$ cat config.mk
export PLATFORM = sky130hd
export DESIGN_NAME = ptb_timebase
export DESIGN_NICKNAME = d
export VERILOG_FILES = /design/src/verilog/ptb_pkg.sv /design/src/verilog/ptb_timebase.sv /design/src/verilog/ptb_sync.sv /design/src/verilog/ptb_divider.sv
export VERILOG_INCLUDE_DIRS = /design/src /design/src/verilog
export SDC_FILE = /design/constraint.sdc
export NUM_CORES = 1
export LEC_CHECK = 0
export BUFFER_PORTS_ARGS = -buffer_cell sky130_fd_sc_hd__buf_2
export CORE_MARGIN = 2
export CORE_UTILIZATION = 35
export DETAILED_ROUTE_END_ITERATION = 7
export PLACE_DENSITY = 0.63
export SKIP_CTS_REPAIR_TIMING = 1
export SYNTH_ARGS = -nofsm -noshare
export SYNTH_HDL_FRONTEND = slang
export SYNTH_SLANG_ARGS = --single-unit
$ cat constraint.sdc
create_clock -name clk_i -period 4.2 [get_ports clk_i]
set_input_delay 0.63 -clock clk_i [delete_from_list [all_inputs] [get_ports clk_i]]
set_output_delay 0.63 -clock clk_i [all_outputs]
set_load 0.01 [all_outputs]
$ cat src/verilog/ptb_map.svh
// offsets, field positions, reset values and timing counts of the periodic timebase
`ifndef PTB_MAP_SVH
`define PTB_MAP_SVH

// register offsets
`define PTB_CTRL_OFFSET      8'h1c
`define PTB_STATUS_OFFSET    8'h1d
`define PTB_MASK_OFFSET      8'h1e
`define PTB_CNT_LO_OFFSET    8'h1f
`define PTB_CNT_HI_OFFSET    8'h20

// timebase_control field positions
`define PTB_PEND_BIT         7
`define PTB_RATE_MSB         6
`define PTB_RATE_LSB         4
`define PTB_ACK_BIT          3
`define PTB_IRQEN_BIT        2
`define PTB_MODEN_BIT        1

// event status / mask field positions
`define PTB_EVT_TICK_BIT     0
`define PTB_EVT_WAKE_BIT     1
`define PTB_EVT_W            2

// reset values
`define PTB_CTRL_RESET       8'h00
`define PTB_EVT_RESET        2'h0

// timing: crystal rate, bus clock rate and divider depth
`define PTB_XTAL_HZ          32768
`define PTB_CLK_HZ           100000000
`define PTB_STAGES           15

// counter bit whose rising edge marks an event; period is twice its weight
`define PTB_TAP_DIV_32768    4'd14
`define PTB_TAP_DIV_8192     4'd12
`define PTB_TAP_DIV_2048     4'd10
`define PTB_TAP_DIV_128      4'd6
`define PTB_TAP_DIV_64       4'd5
`define PTB_TAP_DIV_32       4'd4
`define PTB_TAP_DIV_16       4'd3
`define PTB_TAP_DIV_8        4'd2

`endif

$ cat src/verilog/ptb_pkg.sv
// types shared by the periodic timebase modules
`include "ptb_map.svh"

package ptb_pkg;

    typedef logic [2:0] ptb_rate_t;

    typedef enum logic [1:0] {
        PTB_RUN,
        PTB_WAIT,
        PTB_STOP_LIVE,
        PTB_STOP_IDLE
    } ptb_power_e;

    typedef struct packed {
        logic [7:0] addr;
        logic [7:0] wdata;
        logic       we;
        logic       re;
    } ptb_bus_req_s;

    typedef struct packed {
        ptb_rate_t rate;
        logic      irq_en;
        logic      mod_en;
    } ptb_ctrl_s;

    typedef struct packed {
        logic meta;
        logic stable;
    } ptb_sync_state_s;

    typedef struct packed {
        logic [`PTB_STAGES-1:0] cnt;
        logic                   evt;
    } ptb_div_state_s;

    typedef struct packed {
        ptb_ctrl_s             ctrl;
        logic                  pending;
        logic [`PTB_EVT_W-1:0] status;
        logic [`PTB_EVT_W-1:0] mask;
        logic                  xtal_prev;
        logic                  wake;
        logic [7:0]            rdata;
    } ptb_top_state_s;

    function automatic logic [3:0] ptb_tap_index(input ptb_rate_t rate);
        logic [3:0] tap;
        tap = `PTB_TAP_DIV_32768;
        unique case (rate)
            3'd0: tap = `PTB_TAP_DIV_32768;
            3'd1: tap = `PTB_TAP_DIV_8192;
            3'd2: tap = `PTB_TAP_DIV_2048;
            3'd3: tap = `PTB_TAP_DIV_128;
            3'd4: tap = `PTB_TAP_DIV_64;
            3'd5: tap = `PTB_TAP_DIV_32;
            3'd6: tap = `PTB_TAP_DIV_16;
            3'd7: tap = `PTB_TAP_DIV_8;
        endcase
        return tap;
    endfunction : ptb_tap_index

endpackage : ptb_pkg

$ cat src/verilog/ptb_timebase.sv
// periodic timebase interrupt: control register, crystal divider, flags and requests
//
// What this block does
// divider advances on edges of the crystal clock, meant to be 32.768 kHz
// divider chain has fifteen stages with eight selectable taps
// divider held at zero while the module enable bit is clear
// divider starts counting once the module enable bit is set
// overflow at the selected tap sets the pending flag; software cannot write it
// interrupt request raised while pending flag and interrupt enable are set
// first event after enabling at half period, later events at full period
// rate codes 0..7 divide by 32768,8192,2048,128,64,32,16,8
// software changes the rate only while the module is disabled; the block takes a rate write at any time
// writing one to acknowledge clears the pending flag; zero does nothing
// acknowledge bit is write-only and reads as zero
// software must acknowledge each interrupt to withdraw the request
// reset clears the interrupt enable bit
// reset clears the module enable, leaving the counter at zero
// counting and flagging continue in wait mode; registers unreachable there
// in stop, counting continues only with oscillator kept running; events wake
// without oscillator in stop the block is idle; registers unreachable in stop
// interrupt request is a level until acknowledged or enable cleared
//
// Implementation choice: the strobed register port.
`timescale 1ns/1ps

`include "ptb_map.svh"

module ptb_timebase
    import ptb_pkg::*;
(
    input  wire logic          clk_i,
    input  wire logic          reset_i,
    input  wire logic          ce_i,
    // register port
    input  wire ptb_bus_req_s  bus_req_i,
    output logic [7:0]         bus_rdata_o,
    // crystal clock pin, sampled here
    input  wire logic          crystal_clock_i,
    // power mode and configuration from the core, same clock
    input  wire logic          wait_mode_i,
    input  wire logic          stop_mode_i,
    input  wire logic          oscillator_run_in_stop_i,
    // requests to the core
    output logic               tick_irq_o,
    output logic               irq_o,
    output logic               wakeup_o
);

    localparam ptb_top_state_s STATE_RESET = '{
        ctrl:      ptb_ctrl_s'(`PTB_CTRL_RESET),
        pending:   1'b0,
        status:    `PTB_EVT_RESET,
        mask:      `PTB_EVT_RESET,
        xtal_prev: 1'b0,
        wake:      1'b0,
        rdata:     8'h00
    };

    ptb_top_state_s s_q;
    ptb_top_state_s s_d;

    logic                   xtal_sync;
    logic                   xtal_tick;
    logic                   div_evt;
    logic [`PTB_STAGES-1:0] div_count;
    logic [15:0]            count_word;
    ptb_power_e             power;
    logic                   bus_open;
    logic                   wr;
    logic                   rd;
    logic                   ack_write;
    logic [`PTB_EVT_W-1:0]  status_clear;
    logic [`PTB_EVT_W-1:0]  status_set;
    logic [7:0]             ctrl_view;
    logic [7:0]             rd_mux;

    // crystal edges; the divider itself runs at bus rate and steps on each rising crystal edge
    ptb_sync u_xtal_sync (
        .clk_i   (clk_i),
        .reset_i (reset_i),
        .ce_i    (ce_i),
        .async_i (crystal_clock_i),
        .sync_o  (xtal_sync)
    );

    assign xtal_tick = xtal_sync && !s_q.xtal_prev;

    always_comb begin
        unique case ({stop_mode_i, wait_mode_i})
            2'b00:   power = PTB_RUN;
            2'b01:   power = PTB_WAIT;
            default: power = oscillator_run_in_stop_i ? PTB_STOP_LIVE : PTB_STOP_IDLE;
        endcase
    end

    // the core cannot reach the register in wait or stop; such strobes are dropped
    assign bus_open = (power == PTB_RUN);
    assign wr       = bus_req_i.we && bus_open;
    assign rd       = bus_req_i.re && bus_open;

    // an idle stop freezes the divider but keeps its count; enable still clears it
    ptb_divider u_divider (
        .clk_i       (clk_i),
        .reset_i     (reset_i),
        .ce_i        (ce_i),
        .xtal_tick_i (xtal_tick),
        .run_i       (s_q.ctrl.mod_en),
        .hold_i      (power == PTB_STOP_IDLE),
        .rate_i      (s_q.ctrl.rate),
        .evt_o       (div_evt),
        .count_o     (div_count)
    );

    assign count_word = {{(16-`PTB_STAGES){1'b0}}, div_count};

    assign ack_write = wr && (bus_req_i.addr == `PTB_CTRL_OFFSET)
                       && bus_req_i.wdata[`PTB_ACK_BIT];

    assign status_clear = (wr && (bus_req_i.addr == `PTB_STATUS_OFFSET))
                          ? bus_req_i.wdata[`PTB_EVT_W-1:0] : '0;

    always_comb begin
        status_set                    = '0;
        status_set[`PTB_EVT_TICK_BIT] = div_evt;
        status_set[`PTB_EVT_WAKE_BIT] = div_evt && (power == PTB_STOP_LIVE);
    end

    always_comb begin
        ctrl_view                                  = 8'h00;
        ctrl_view[`PTB_PEND_BIT]                   = s_q.pending;
        ctrl_view[`PTB_RATE_MSB:`PTB_RATE_LSB]     = s_q.ctrl.rate;
        ctrl_view[`PTB_ACK_BIT]                    = 1'b0;
        ctrl_view[`PTB_IRQEN_BIT]                  = s_q.ctrl.irq_en;
        ctrl_view[`PTB_MODEN_BIT]                  = s_q.ctrl.mod_en;
    end

    always_comb begin
        unique case (bus_req_i.addr)
            `PTB_CTRL_OFFSET:   rd_mux = ctrl_view;
            `PTB_STATUS_OFFSET: rd_mux = {{(8-`PTB_EVT_W){1'b0}}, s_q.status};
            `PTB_MASK_OFFSET:   rd_mux = {{(8-`PTB_EVT_W){1'b0}}, s_q.mask};
            `PTB_CNT_LO_OFFSET: rd_mux = count_word[7:0];
            `PTB_CNT_HI_OFFSET: rd_mux = count_word[15:8];
            default:            rd_mux = 8'h00;
        endcase
    end

    always_comb begin
        s_d           = s_q;
        s_d.xtal_prev = xtal_sync;

        // control register; pending bit is not writable
        if (wr && (bus_req_i.addr == `PTB_CTRL_OFFSET)) begin
            // a rate change while enabled is taken at once and may skip or split a period
            s_d.ctrl.rate   = bus_req_i.wdata[`PTB_RATE_MSB:`PTB_RATE_LSB];
            s_d.ctrl.irq_en = bus_req_i.wdata[`PTB_IRQEN_BIT];
            s_d.ctrl.mod_en = bus_req_i.wdata[`PTB_MODEN_BIT];
        end

        // an event in the same cycle as its acknowledge survives
        s_d.pending = (s_q.pending && !ack_write) || div_evt;

        if (wr && (bus_req_i.addr == `PTB_MASK_OFFSET)) begin
            s_d.mask = bus_req_i.wdata[`PTB_EVT_W-1:0];
        end

        s_d.status = (s_q.status & ~status_clear) | status_set;

        s_d.wake  = status_set[`PTB_EVT_WAKE_BIT];

        // read data stand only in the cycle after the strobe
        s_d.rdata = rd ? rd_mux : 8'h00;
    end

    always_ff @(posedge clk_i or posedge reset_i) begin
        if (reset_i) begin
            s_q <= STATE_RESET;
        end else if (ce_i) begin
            s_q <= s_d;
        end
    end

    assign bus_rdata_o = s_q.rdata;
    assign tick_irq_o  = s_q.pending && s_q.ctrl.irq_en;
    assign irq_o       = |(s_q.status & s_q.mask);
    assign wakeup_o    = s_q.wake;

endmodule : ptb_timebase

$ cat src/verilog/ptb_sync.sv
// two-flop synchroniser for one level from outside the clock domain
`timescale 1ns/1ps

module ptb_sync
    import ptb_pkg::*;
(
    input  wire logic clk_i,
    input  wire logic reset_i,
    input  wire logic ce_i,
    input  wire logic async_i,
    output logic      sync_o
);

    ptb_sync_state_s s_q;
    ptb_sync_state_s s_d;

    // the meta flop feeds only the stable flop
    always_comb begin
        s_d        = s_q;
        s_d.meta   = async_i;
        s_d.stable = s_q.meta;
    end

    always_ff @(posedge clk_i or posedge reset_i) begin
        if (reset_i) begin
            s_q <= '0;
        end else if (ce_i) begin
            s_q <= s_d;
        end
    end

    assign sync_o = s_q.stable;

endmodule : ptb_sync

$ cat src/verilog/ptb_divider.sv
// fifteen-stage crystal divider with selectable event tap
`timescale 1ns/1ps

`include "ptb_map.svh"

module ptb_divider
    import ptb_pkg::*;
(
    input  wire logic                   clk_i,
    input  wire logic                   reset_i,
    input  wire logic                   ce_i,
    input  wire logic                   xtal_tick_i,
    input  wire logic                   run_i,
    input  wire logic                   hold_i,
    input  wire ptb_rate_t              rate_i,
    output logic                        evt_o,
    output logic [`PTB_STAGES-1:0]      count_o
);

    ptb_div_state_s s_q;
    ptb_div_state_s s_d;

    logic [3:0]             tap;
    logic [`PTB_STAGES-1:0] cnt_inc;

    assign tap     = ptb_tap_index(rate_i);
    assign cnt_inc = s_q.cnt + `PTB_STAGES'(1);

    always_comb begin
        s_d     = s_q;
        s_d.evt = 1'b0;
        if (!run_i) begin
            s_d.cnt = '0;
        end else if (xtal_tick_i && !hold_i) begin
            s_d.cnt = cnt_inc;
            // rising edge of the tap bit: half a period after a restart, then every period
            s_d.evt = !s_q.cnt[tap] && cnt_inc[tap];
        end
    end

    always_ff @(posedge clk_i or posedge reset_i) begin
        if (reset_i) begin
            s_q <= '0;
        end else if (ce_i) begin
            s_q <= s_d;
        end
    end

    assign evt_o   = s_q.evt;
    assign count_o = s_q.cnt;

endmodule : ptb_divider

==> flow_summary.yaml, run 1 <==
critical_path:
  worstSetupEndpointType: "register"
  critical_path_class: "primary input to register"
  cp_slowest_cell: "or4_1"
  crit_required_ps: 4410
  path_max_fanout: 13
  cp_data_arrival_time_ps: 2300
  crit_family: "simple AND/OR/NAND/NOR gates"
  path_cells: "buf_2 > nor2b_1 > or2_1 > or4_1 > or3_1 > o21ai_0"
  start_kind: "primary input"
  critical_path.max_stage_delay_ps: 580
  crit_buf_inv: 1
layout:
  seq_area_um2: 951
  multi_input_area_mm2: 0.00113
  area_growth_pct: 12.4
  n_antenna_cell: 0
  fin_nets: 286
  layout.cells.non_filler: 336
  num-fill-cells: 654
  drive_gt1_share_pct: 22.4
synthesis:
  synth_edf_count: 0
  ys_types: 46
  syn_area_per_cell_um2: 9.34
  async_reset_ff_share_pct: 100
  ys_warn_count: 0
  ys.flop_type: "dfrtp_1"
  synth_nets: 265
  syn-instance-count: 238
  synth_area_mm2: 0.00222
  yosysSeqAreaShare_pct: 42.8
  ys_seq_elements: 38
sta:
  finalCritPeriodShare_pct: 49.7
  finalSetupTns_ps: 0
  fin_skew_ps: 4.85
  relSlewSlack_pct: 41.3
  hold_ws_ps: 439
  setup_viol: 0
  max_clock_freq_mhz: 479
  rsz0062_at_grt: "no"
  maxSlewViolCount: 0
  tightest_slew_ps: 868
  hold_viol_final: 0
  fin_crit_ps: 2090
clocking:
  clkSlewWorstSetupHoldPaths_ps: 70
  clockBufferDepth: 2
  htree_levels: 2
  cts_tree: "done"
  cts_inserted_buffers: 5
  clock_sinks: 38
  cts-root-buf: "clkbuf_8"
  clk_latency_ps: 290
drt:
  drt_iter0_markers: 139
  ant_nets: 0
  wl_met3_um: 358
  vias: 1959
  met2_length_mm: 2.54
  wl_per_cell_um: 16.4
  wirelength_mm: 5.50
  met1_length_mm: 2.52
  top_layer: "met4"
  drc: 0
  viasPerCell: 5.83
  first_pass_iters: 4
global_route:
  antenna_found_initial: 0
  gr-total-overflow: 0
  grt_max_degree: 39
  grt_pass1_wl_mm: 9.80
  grt_pass1_vias: 1965
  grt_use_total_pct: 17.2
floorplan:
  ios: 36
  start_util_pct: 35.6
  die_area_mm2: 0.00701
  core.rowCount: 29
  die_x_um: 83.7
  fp.dieH_um: 83.7
  core_mm2: 0.00624
place:
  dpl.hpwl_mm: 3.87
  io_buffers: 34
  dp_cells: 329
  gp_congestion: 0.833
power_and_ir_drop:
  p_leak_nw: 1.06
  p_per_area_mw_per_mm2: 299
  max-vdd-ir-drop_v: 0.000167
worst_hold_path:
  min_path_type: "primary input to asynchronous set/reset pin"
flow_run:
  max_cap_viol_count: 0
outcome:
  status: "complete, no violations"
==> cells in the final DEF (no fill, tap or decap), types with 8 or more instances in the layout <==
master	count
a21oi_1	9
o2bb2ai_1	14
nor2_1	17
nand3_1	11
a22oi_1	9
buf_2	34
dfrtp_1	38
o21ai_0	13
inv_1	8
mux2_2	11
nand2_1	20
==> state kept, by name, summed over array words and instances (netlist names) <==
signal,count
bus_rdata_o,8
ctrl_view,6
s_q,5
u_divider.count_o,15
u_divider.evt_o,1
u_xtal_sync.s_d,1
u_xtal_sync.sync_o,1
wakeup_o,1
==> logic make-up after synthesis <==
family,count (synthesis),share of synthesized area [%]
simple gates,90,22.2
buf+inv,29,6.36
fa+ha+maj,2,1.13
mux,13,6.47
flops,38,42.8
compound gates,66,21.0
==> where the power goes <==
| group | internal [mW] | leakage, nW | switching (mW) |
|---|---|---|---|
| combinational | 0.0203 | 0.483 | 0.0345 |
| sequential | 0.370 | 0.524 | 0.00448 |
| clock | 0.190 | 0.0573 | 0.128 |
| total | 0.581 | 1.06 | 0.167 |
==> layer usage <==
| metal | GRT usage (%) | vias to the layer above |
|---|---|---|
| met3 | 3.36 | 9 |
| met1 | 24.6 | 956 |
| met2 | 26.5 | 69 |
| met5 | 0 | - |
| met4 | 5.13 | 0 |
| li1 | - | 925 |
==> cell usage after synthesis, types with 6 or more instances <==
cell | count | share of area [%]
nand4_1 | 6 | 1.7
o21ai_0 | 13 | 2.9
nand3_1 | 11 | 2.5
buf_4 | 8 | 2.7
o2bb2ai_1 | 14 | 5.5
a22oi_1 | 9 | 3.0
a21oi_1 | 9 | 2.0
mux2_2 | 11 | 5.6
dfrtp_1 | 38 | 43
nor2_1 | 17 | 2.9
nand2_1 | 20 | 3.4
inv_1 | 8 | 1.4
a22o_1 | 6 | 2.4
clkbuf_1 | 10 | 1.7
==> area by class of cell <==
class	instances	share of cell area, %
clock buffer	6	3.30
clock inverter	1	1.20
inverter	8	1.20
multi-input combinational	171	45.3
sequential	38	38.1
tap	77	3.86
timing repair buffer	35	7.11
==> through the flow <==
| step | worst slack [ps] | util (%) | power, mW | cell area (µm²) |
|---|---|---|---|---|
| after detailed placement | 1810 | 38.2 | 0.438 | 2390 |
| after floorplan | 2210 | - | 0.413 | 2220 |
| after CTS | 2120 | 40.0 | 0.757 | 2500 |
| after global routing | 1830 | 40.0 | 0.782 | 2500 |
| final | 2110 | 40.0 | 0.748 | 2500 |
| after global placement | 1820 | 38.2 | 0.437 | 2390 |
==> tightest hold or removal path: cells and delay by family <==
kind                   cells  cell delay, ps
buffers and inverters      3             530
==> path summary, 6_finish.rpt <==
check	from	to	slack [ps]	depth (start not counted)
min in group clk_i	bus_rdata_o[0]	bus_rdata_o[0]	490	1
max in group asynchronous	reset_i	u_divider.count_o[5]	3410	3
hold reg to reg	bus_rdata_o[0]	bus_rdata_o[0]	490	1
setup / recovery	stop_mode_i	u_divider.count_o[8]	2110	6
setup reg to reg	s_q[9]	u_divider.count_o[8]	2190	5
hold / removal	reset_i	u_divider.count_o[9]	440	3
Note: power is estimated with default switching activity, not from simulation.
==> inputs of run 2 (changes only) <==
--- a/config.mk
+++ b/config.mk
@@ -6,11 +6,12 @@
 export SDC_FILE = /design/constraint.sdc
 export NUM_CORES = 1
 export LEC_CHECK = 0
+export ABC_AREA = 1
 export BUFFER_PORTS_ARGS = -buffer_cell sky130_fd_sc_hd__buf_2
 export CORE_MARGIN = 2
 export CORE_UTILIZATION = 35
 export DETAILED_ROUTE_END_ITERATION = 7
-export PLACE_DENSITY = 0.63
+export PLACE_DENSITY = 0.62
 export SKIP_CTS_REPAIR_TIMING = 1
 export SYNTH_ARGS = -nofsm -noshare
 export SYNTH_HDL_FRONTEND = slang
==> constraint.sdc (replaced) <==
create_clock -name clk_i -period 2 [get_ports clk_i]
set_input_delay 0.3 -clock clk_i [delete_from_list [all_inputs] [get_ports clk_i]]
set_output_delay 0.3 -clock clk_i [all_outputs]
set_load 0.01 [all_outputs]
==> run 2 against run 1 <==
  * First-iteration DRC count up 0.72%
  * Flip-flop and latch count stayed put
  * Sequential share of layout area down 3.3 points
  * Count of clock-buffer cells in the layout did not move
  * Die area rose by 8.3%
  * Critical endpoint is now u_divider.evt_o
==> flow_summary.yaml, run 2 <==
floorplan:
  core_mm2: 0.00672
  ios: 36
  fp.dieH_um: 87.1
  start_util_pct: 36.0
  core.rowCount: 30
  die_x_um: 87.1
  die_area_mm2: 0.00758
synthesis:
  syn_area_per_cell_um2: 7.62
  ys.flop_type: "dfrtp_1"
  ys_types: 35
  muxShareOfSynthArea_pct: 0.621
  synthTopCellsByArea: "dfrtp_1 39%, nand2_1 13%, inv_1 5.1%"
  synth_simple_gate_area_share_pct: 32.1
  yosys-top-cells-count: "85 x nand2_1, 38 x dfrtp_1, 33 x inv_1"
  synth_area_mm2: 0.00242
  ys_seq_elements: 38
  synth_edf_count: 0
  synth_top_family_by_area: "simple AND/OR/NAND/NOR gates"
  async_reset_ff_share_pct: 100
  ys_warn_count: 0
  synth_most_common_cell: "nand2_1"
  synthAdderAreaFrac_pct: 1.04
  synth_top_cell_by_area: "dfrtp_1"
  synth_compound_area_share_pct: 13.7
  yosysSeqAreaShare_pct: 39.4
  synthXorXnorAreaFrac_pct: 2.90
  syn-instance-count: 317
  synth_nets: 344
  synth.top_cell.area_share_pct: 39.4
sta:
  setup_slack_ps: 412
  max_clock_freq_mhz: 630
  finalSetupTns_ps: 0
  relSlewSlack_pct: 67.2
  fin_crit_ps: 1590
  setup_viol: 0
  fin_skew_ps: 8.72
  maxSlewViolCount: 0
  tightest_slew_ps: 491
  rsz0062_at_grt: "no"
  finalCritPeriodShare_pct: 79.4
  hold_viol_final: 0
layout:
  largest_reg_flops: 15
  fin_nets: 377
  drive_gt1_share_pct: 22.9
  final_common_cell: "nand2_1"
  layout_common_cells: "85 x nand2_1, 38 x dfrtp_1, 34 x buf_2"
  n_antenna_cell: 0
  area_growth_pct: 13.1
drt:
  drc: 0
  viasPerCell: 5.02
  ant_nets: 0
  vias: 2154
  wirelength_mm: 5.79
  wl_per_cell_um: 13.5
  drt_iter0_markers: 140
  first_pass_iters: 6
power_and_ir_drop:
  p_per_area_mw_per_mm2: 513
  clock_power_share_pct: 37.4
  p_int_mw: 1.08
  p_seq_share_pct: 55.6
  switching_share_pct: 23.2
  netSwitchingPower_mw: 0.326
  max-vdd-ir-drop_v: 0.000259
  pwr-share-comb_pct: 7.0
  p_leak_nw: 1.39
  finalPower_mw: 1.40
critical_path:
  path_max_fanout: 5
  cp_data_arrival_time_ps: 1820
  start_kind: "register"
  worstSetupEndpointType: "register"
  critical_path_class: "register to register"
  crit_required_ps: 2230
global_route:
  grt_use_total_pct: 16.5
  gr-total-overflow: 0
  grt_max_degree: 39
  antenna_found_initial: 0
  grt_pass1_vias: 2055
  grt_pass1_wl_mm: 9.74
clocking:
  htree_levels: 2
  clkSlewWorstSetupHoldPaths_ps: 80
  clock_sinks: 38
  clockBufferDepth: 2
  cts-root-buf: "clkbuf_8"
  cts_inserted_buffers: 5
  cts_tree: "done"
  clk_latency_ps: 290
flow_run:
  max_cap_viol_count: 0
worst_hold_path:
  min_path_type: "primary input to asynchronous set/reset pin"
outcome:
  status: "complete, no violations"
place:
  io_buffers: 34
  placement.setup.worst_slack_ps: 430
  dpl.hpwl_mm: 4.48
  gp_congestion: 0.947
## run 2: power by group through the flow
| stage | sequential (mW) | combinational [mW] | clock (mW) |
|---|---|---|---|
| after floorplan | 0.794 | 0.0550 | 0 |
| after global placement | 0.795 | 0.0994 | 0 |
| after detailed placement | 0.795 | 0.101 | 0 |
| after CTS | 0.780 | 0.101 | 0.546 |
| after global routing | 0.780 | 0.113 | 0.567 |
| final | 0.780 | 0.0981 | 0.525 |
## run 2: worst paths after layout
path                                 startpoint               endpoint  slack, ps  depth (start not counted)
setup reg to reg           u_divider.count_o[0]        u_divider.evt_o        410                         11
max in group asynchronous               reset_i   u_divider.count_o[3]       1540                          3
hold / removal                          reset_i  u_divider.count_o[10]        110                          3
min in group clk_i              crystal_clock_i     u_xtal_sync.s_d[0]        230                          3
setup / recovery           u_divider.count_o[0]        u_divider.evt_o        410                         11
hold reg to reg              u_xtal_sync.s_d[0]     u_xtal_sync.sync_o        480                          2
## run 2: area by class of cell
class / count / area (µm²)
Sequential cell: 38 / 951
Timing Repair Buffer: 38 / 213
Tap cell: 80 / 100
Clock buffer: 6 / 82.6
Inverter: 45 / 170
Fill cell: 679 / 3990
Multi-Input combinational cell: 222 / 1220
## run 2: kinds of logic (layout without fill, tap and decap cells)
logic type	Yosys count	after routing
adder cells (fa/ha/maj)	2	2
AND/OR/NAND/NOR	158	158
AO/OA/AOI/OAI	53	53
XOR/XNOR	8	8
buffers and inverters	57	89
multiplexers	1	1
flip-flops	38	38
## run 2: through the flow
| stage | cells | cell area (µm²) | utilization (%) | hold WS (ps) |
|---|---|---|---|---|
| after floorplan | 317 | 2420 | - | 417 |
| after global placement | 423 | 2650 | 39.4 | 446 |
| after detailed placement | 423 | 2650 | 39.4 | 455 |
| after CTS | 429 | 2730 | 40.7 | 137 |
| after global routing | 429 | 2730 | 40.7 | 184 |
| final | 429 | 2730 | 40.7 | 110 |
## run 2: critical path, cell delays in order, from the launching register on
cell	delay (ps)
dfrtp_1	440
ha_1	240
inv_1	70
nor2_2	150
nand2_1	90
a21oi_1	130
nand2_1	60
nand3_1	80
nand2_1	60
nand2_1	60
nand3_1	90
nand2_1	60
## run 2: metal layers
metal	routed length, µm	up-vias	track usage (%)
li1	-	1101	-
met1	2740	992	23.4
met2	2680	50	25.1
met3	235	11	2.75
met4	126	0	6.82
met5	0	-	0
==> inputs of run 3 (changes only) <==
--- a/config.mk
+++ b/config.mk
@@ -6,12 +6,12 @@
 export SDC_FILE = /design/constraint.sdc
 export NUM_CORES = 1
 export LEC_CHECK = 0
-export ABC_AREA = 1
+export ABC_AREA = 0
 export BUFFER_PORTS_ARGS = -buffer_cell sky130_fd_sc_hd__buf_2
 export CORE_MARGIN = 2
 export CORE_UTILIZATION = 35
 export DETAILED_ROUTE_END_ITERATION = 7
-export PLACE_DENSITY = 0.62
+export PLACE_DENSITY = 0.63
 export SKIP_CTS_REPAIR_TIMING = 1
 export SYNTH_ARGS = -nofsm -noshare
 export SYNTH_HDL_FRONTEND = slang
==> constraint.sdc (replaced) <==
create_clock -name clk_i -period 1.49 [get_ports clk_i]
set_input_delay 0.2235 -clock clk_i [delete_from_list [all_inputs] [get_ports clk_i]]
set_output_delay 0.2235 -clock clk_i [all_outputs]
set_load 0.01 [all_outputs]
==> run 3 against run 2 <==
  * The run now ends with negative setup slack left
  * Clock power up 110%
  * Power up 70%
  * Flip-flop and latch count unchanged
  * Via count up 1.5%
  * Non-clock buffer count rose by 56
  * Fmax down 9.3%
  * Clock skew grew 0.96 ps
  * Cell count is 7.7% lower
  * Cell area increased by 14%
  * Hold slack got worse by 83 ps
  * Critical endpoint is now u_divider.count_o[12]
  * Largest cell class unchanged
==> flow_summary.yaml, run 3 (synthesis results as in run 1) <==
outcome:
  status: "finished with violations"
  failed_checks: "negative setup slack"
layout:
  n_antenna_cell: 0
  largest_reg_flops: 15
  num-fill-cells: 575
  fin_nets: 345
  multi_input_area_mm2: 0.00128
  area_growth_pct: 40.7
  layout_common_cells: "57 x buf_4, 38 x dfrtp_1, 34 x buf_2"
  drive_gt1_share_pct: 42.9
  seq_area_um2: 951
  final_common_cell: "buf_4"
flow_run:
  max_cap_viol_count: 0
critical_path:
  reg2reg_from: "s_q[9]"
  worstSetupEndpointType: "register"
  cp_data_arrival_time_ps: 1970
  reg2reg_slack_ps: -260
  r2r_cells: 5
  path_max_fanout: 3
  start_kind: "register"
  regToRegEndpoint: "u_divider.count_o[12]"
  critical_path_class: "register to register"
  crit_required_ps: 1710
power_and_ir_drop:
  finalPower_mw: 2.39
  p_seq_share_pct: 44.3
  p_int_mw: 1.86
  max-vdd-ir-drop_v: 0.000583
  clock_power_share_pct: 46.3
  netSwitchingPower_mw: 0.529
  pwr-share-comb_pct: 9.4
  p_leak_nw: 1.40
  p_per_area_mw_per_mm2: 763
  switching_share_pct: 22.2
clocking:
  htree_levels: 2
  cts-root-buf: "clkbuf_8"
  clk_latency_ps: 300
  clkSlewWorstSetupHoldPaths_ps: 80
  clock_sinks: 38
  clockBufferDepth: 2
  cts_tree: "done"
  cts_inserted_buffers: 5
sta:
  fin_skew_ps: 9.68
  fin_crit_ps: 1750
  hold_viol_final: 0
  setup_slack_ps: -261
  maxSlewViolCount: 0
  max_clock_freq_mhz: 571
  tightest_slew_ps: 512
  rsz0062_at_grt: "yes"
  relSlewSlack_pct: 65.9
  setup_viol: 12
  hold_ws_ps: 26.7
  finalCritPeriodShare_pct: 118
floorplan:
  ios: 36
  fp.dieH_um: 83.7
  core_mm2: 0.00624
  core.rowCount: 29
  die_x_um: 83.7
  die_area_mm2: 0.00701
  start_util_pct: 35.6
drt:
  wirelength_mm: 6.52
  viasPerCell: 5.52
  vias: 2187
  first_pass_iters: 4
  drt_iter0_markers: 194
  wl_per_cell_um: 16.5
  drc: 0
  ant_nets: 0
place:
  io_buffers: 34
  dpl.hpwl_mm: 4.73
  gp_congestion: 0.934
global_route:
  grt_pass1_wl_mm: 10.5
  grt_max_degree: 39
  antenna_found_initial: 0
  grt_pass1_vias: 2128
  gr-total-overflow: 0
  grt_use_total_pct: 18.7
worst_hold_path:
  min_path_type: "primary input to asynchronous set/reset pin"
==> run 3: cell count changes in the layout (fill, tap and decap cells not counted), sizes merged, moves of 8 or more <==
cell	change
a22oi	+9
buf	+56
inv	-36
mux2	+10
nand2	-73
nand3	-12
nor2	-12
o22ai	-15
o2bb2ai	+14
xor2	-8
==> run 3: power by group through the flow <==
stage / Combinational [mW] / Sequential, mW / Clock, mW
floorplan: 0.0957 / 1.07 / 0
global placement: 0.203 / 1.08 / 0
detailed placement: 0.205 / 1.08 / 0
CTS: 0.207 / 1.06 / 1.12
global route: 0.245 / 1.06 / 1.16
finish: 0.225 / 1.06 / 1.11
==> run 3: final cells by class <==
class / instances / share of cell area, %
Multi-Input combinational cell: 171 / 40.8
Sequential cell: 38 / 30.4
Timing Repair Buffer: 94 / 20.2
Tap cell: 77 / 3.08
Clock buffer: 6 / 2.64
Clock inverter: 2 / 1.92
Inverter: 8 / 0.960
==> run 3: layer usage <==
metal	global-route usage, %	vias to the layer above	part of all wire, %
met5	0	-	0
met4	7.48	0	1.5
met3	3.26	9	4.4
met2	27.6	76	47
met1	27.0	1056	47
li1	-	1046	-
==> run 3: worst max-delay path by stage <==
stage / from / to / cells after the start
final: s_q[9] / u_divider.count_o[12] / 5
after global routing: s_q[9] / u_divider.count_o[8] / 5
after CTS: s_q[9] / u_divider.count_o[12] / 5
after detailed placement: s_q[9] / u_divider.count_o[12] / 5
after global placement: stop_mode_i / u_divider.count_o[12] / 6
after floorplan: s_q[9] / u_divider.count_o[8] / 5
==> run 3: critical path, stage by stage (launching register included) <==
cell	delay, ps
dfrtp_1	390
nand2b_4	140
or2_4	230
or4_1	530
or3_1	310
o21ai_1	70
==> run 3: through the flow <==
stage	setup WS, ps	setup TNS, ps	util, %	instance area (µm²)	instances
4_1_cts	-262	-1950	47.8	2980	393
5_1_grt	-332	-2670	50.1	3130	396
3_3_place_gp	-206	-2290	45.5	2840	385
6_report	-261	-1720	50.1	3130	396
2_1_floorplan	-199	-673	-	2260	238
3_5_place_dp	-227	-2710	45.5	2840	385
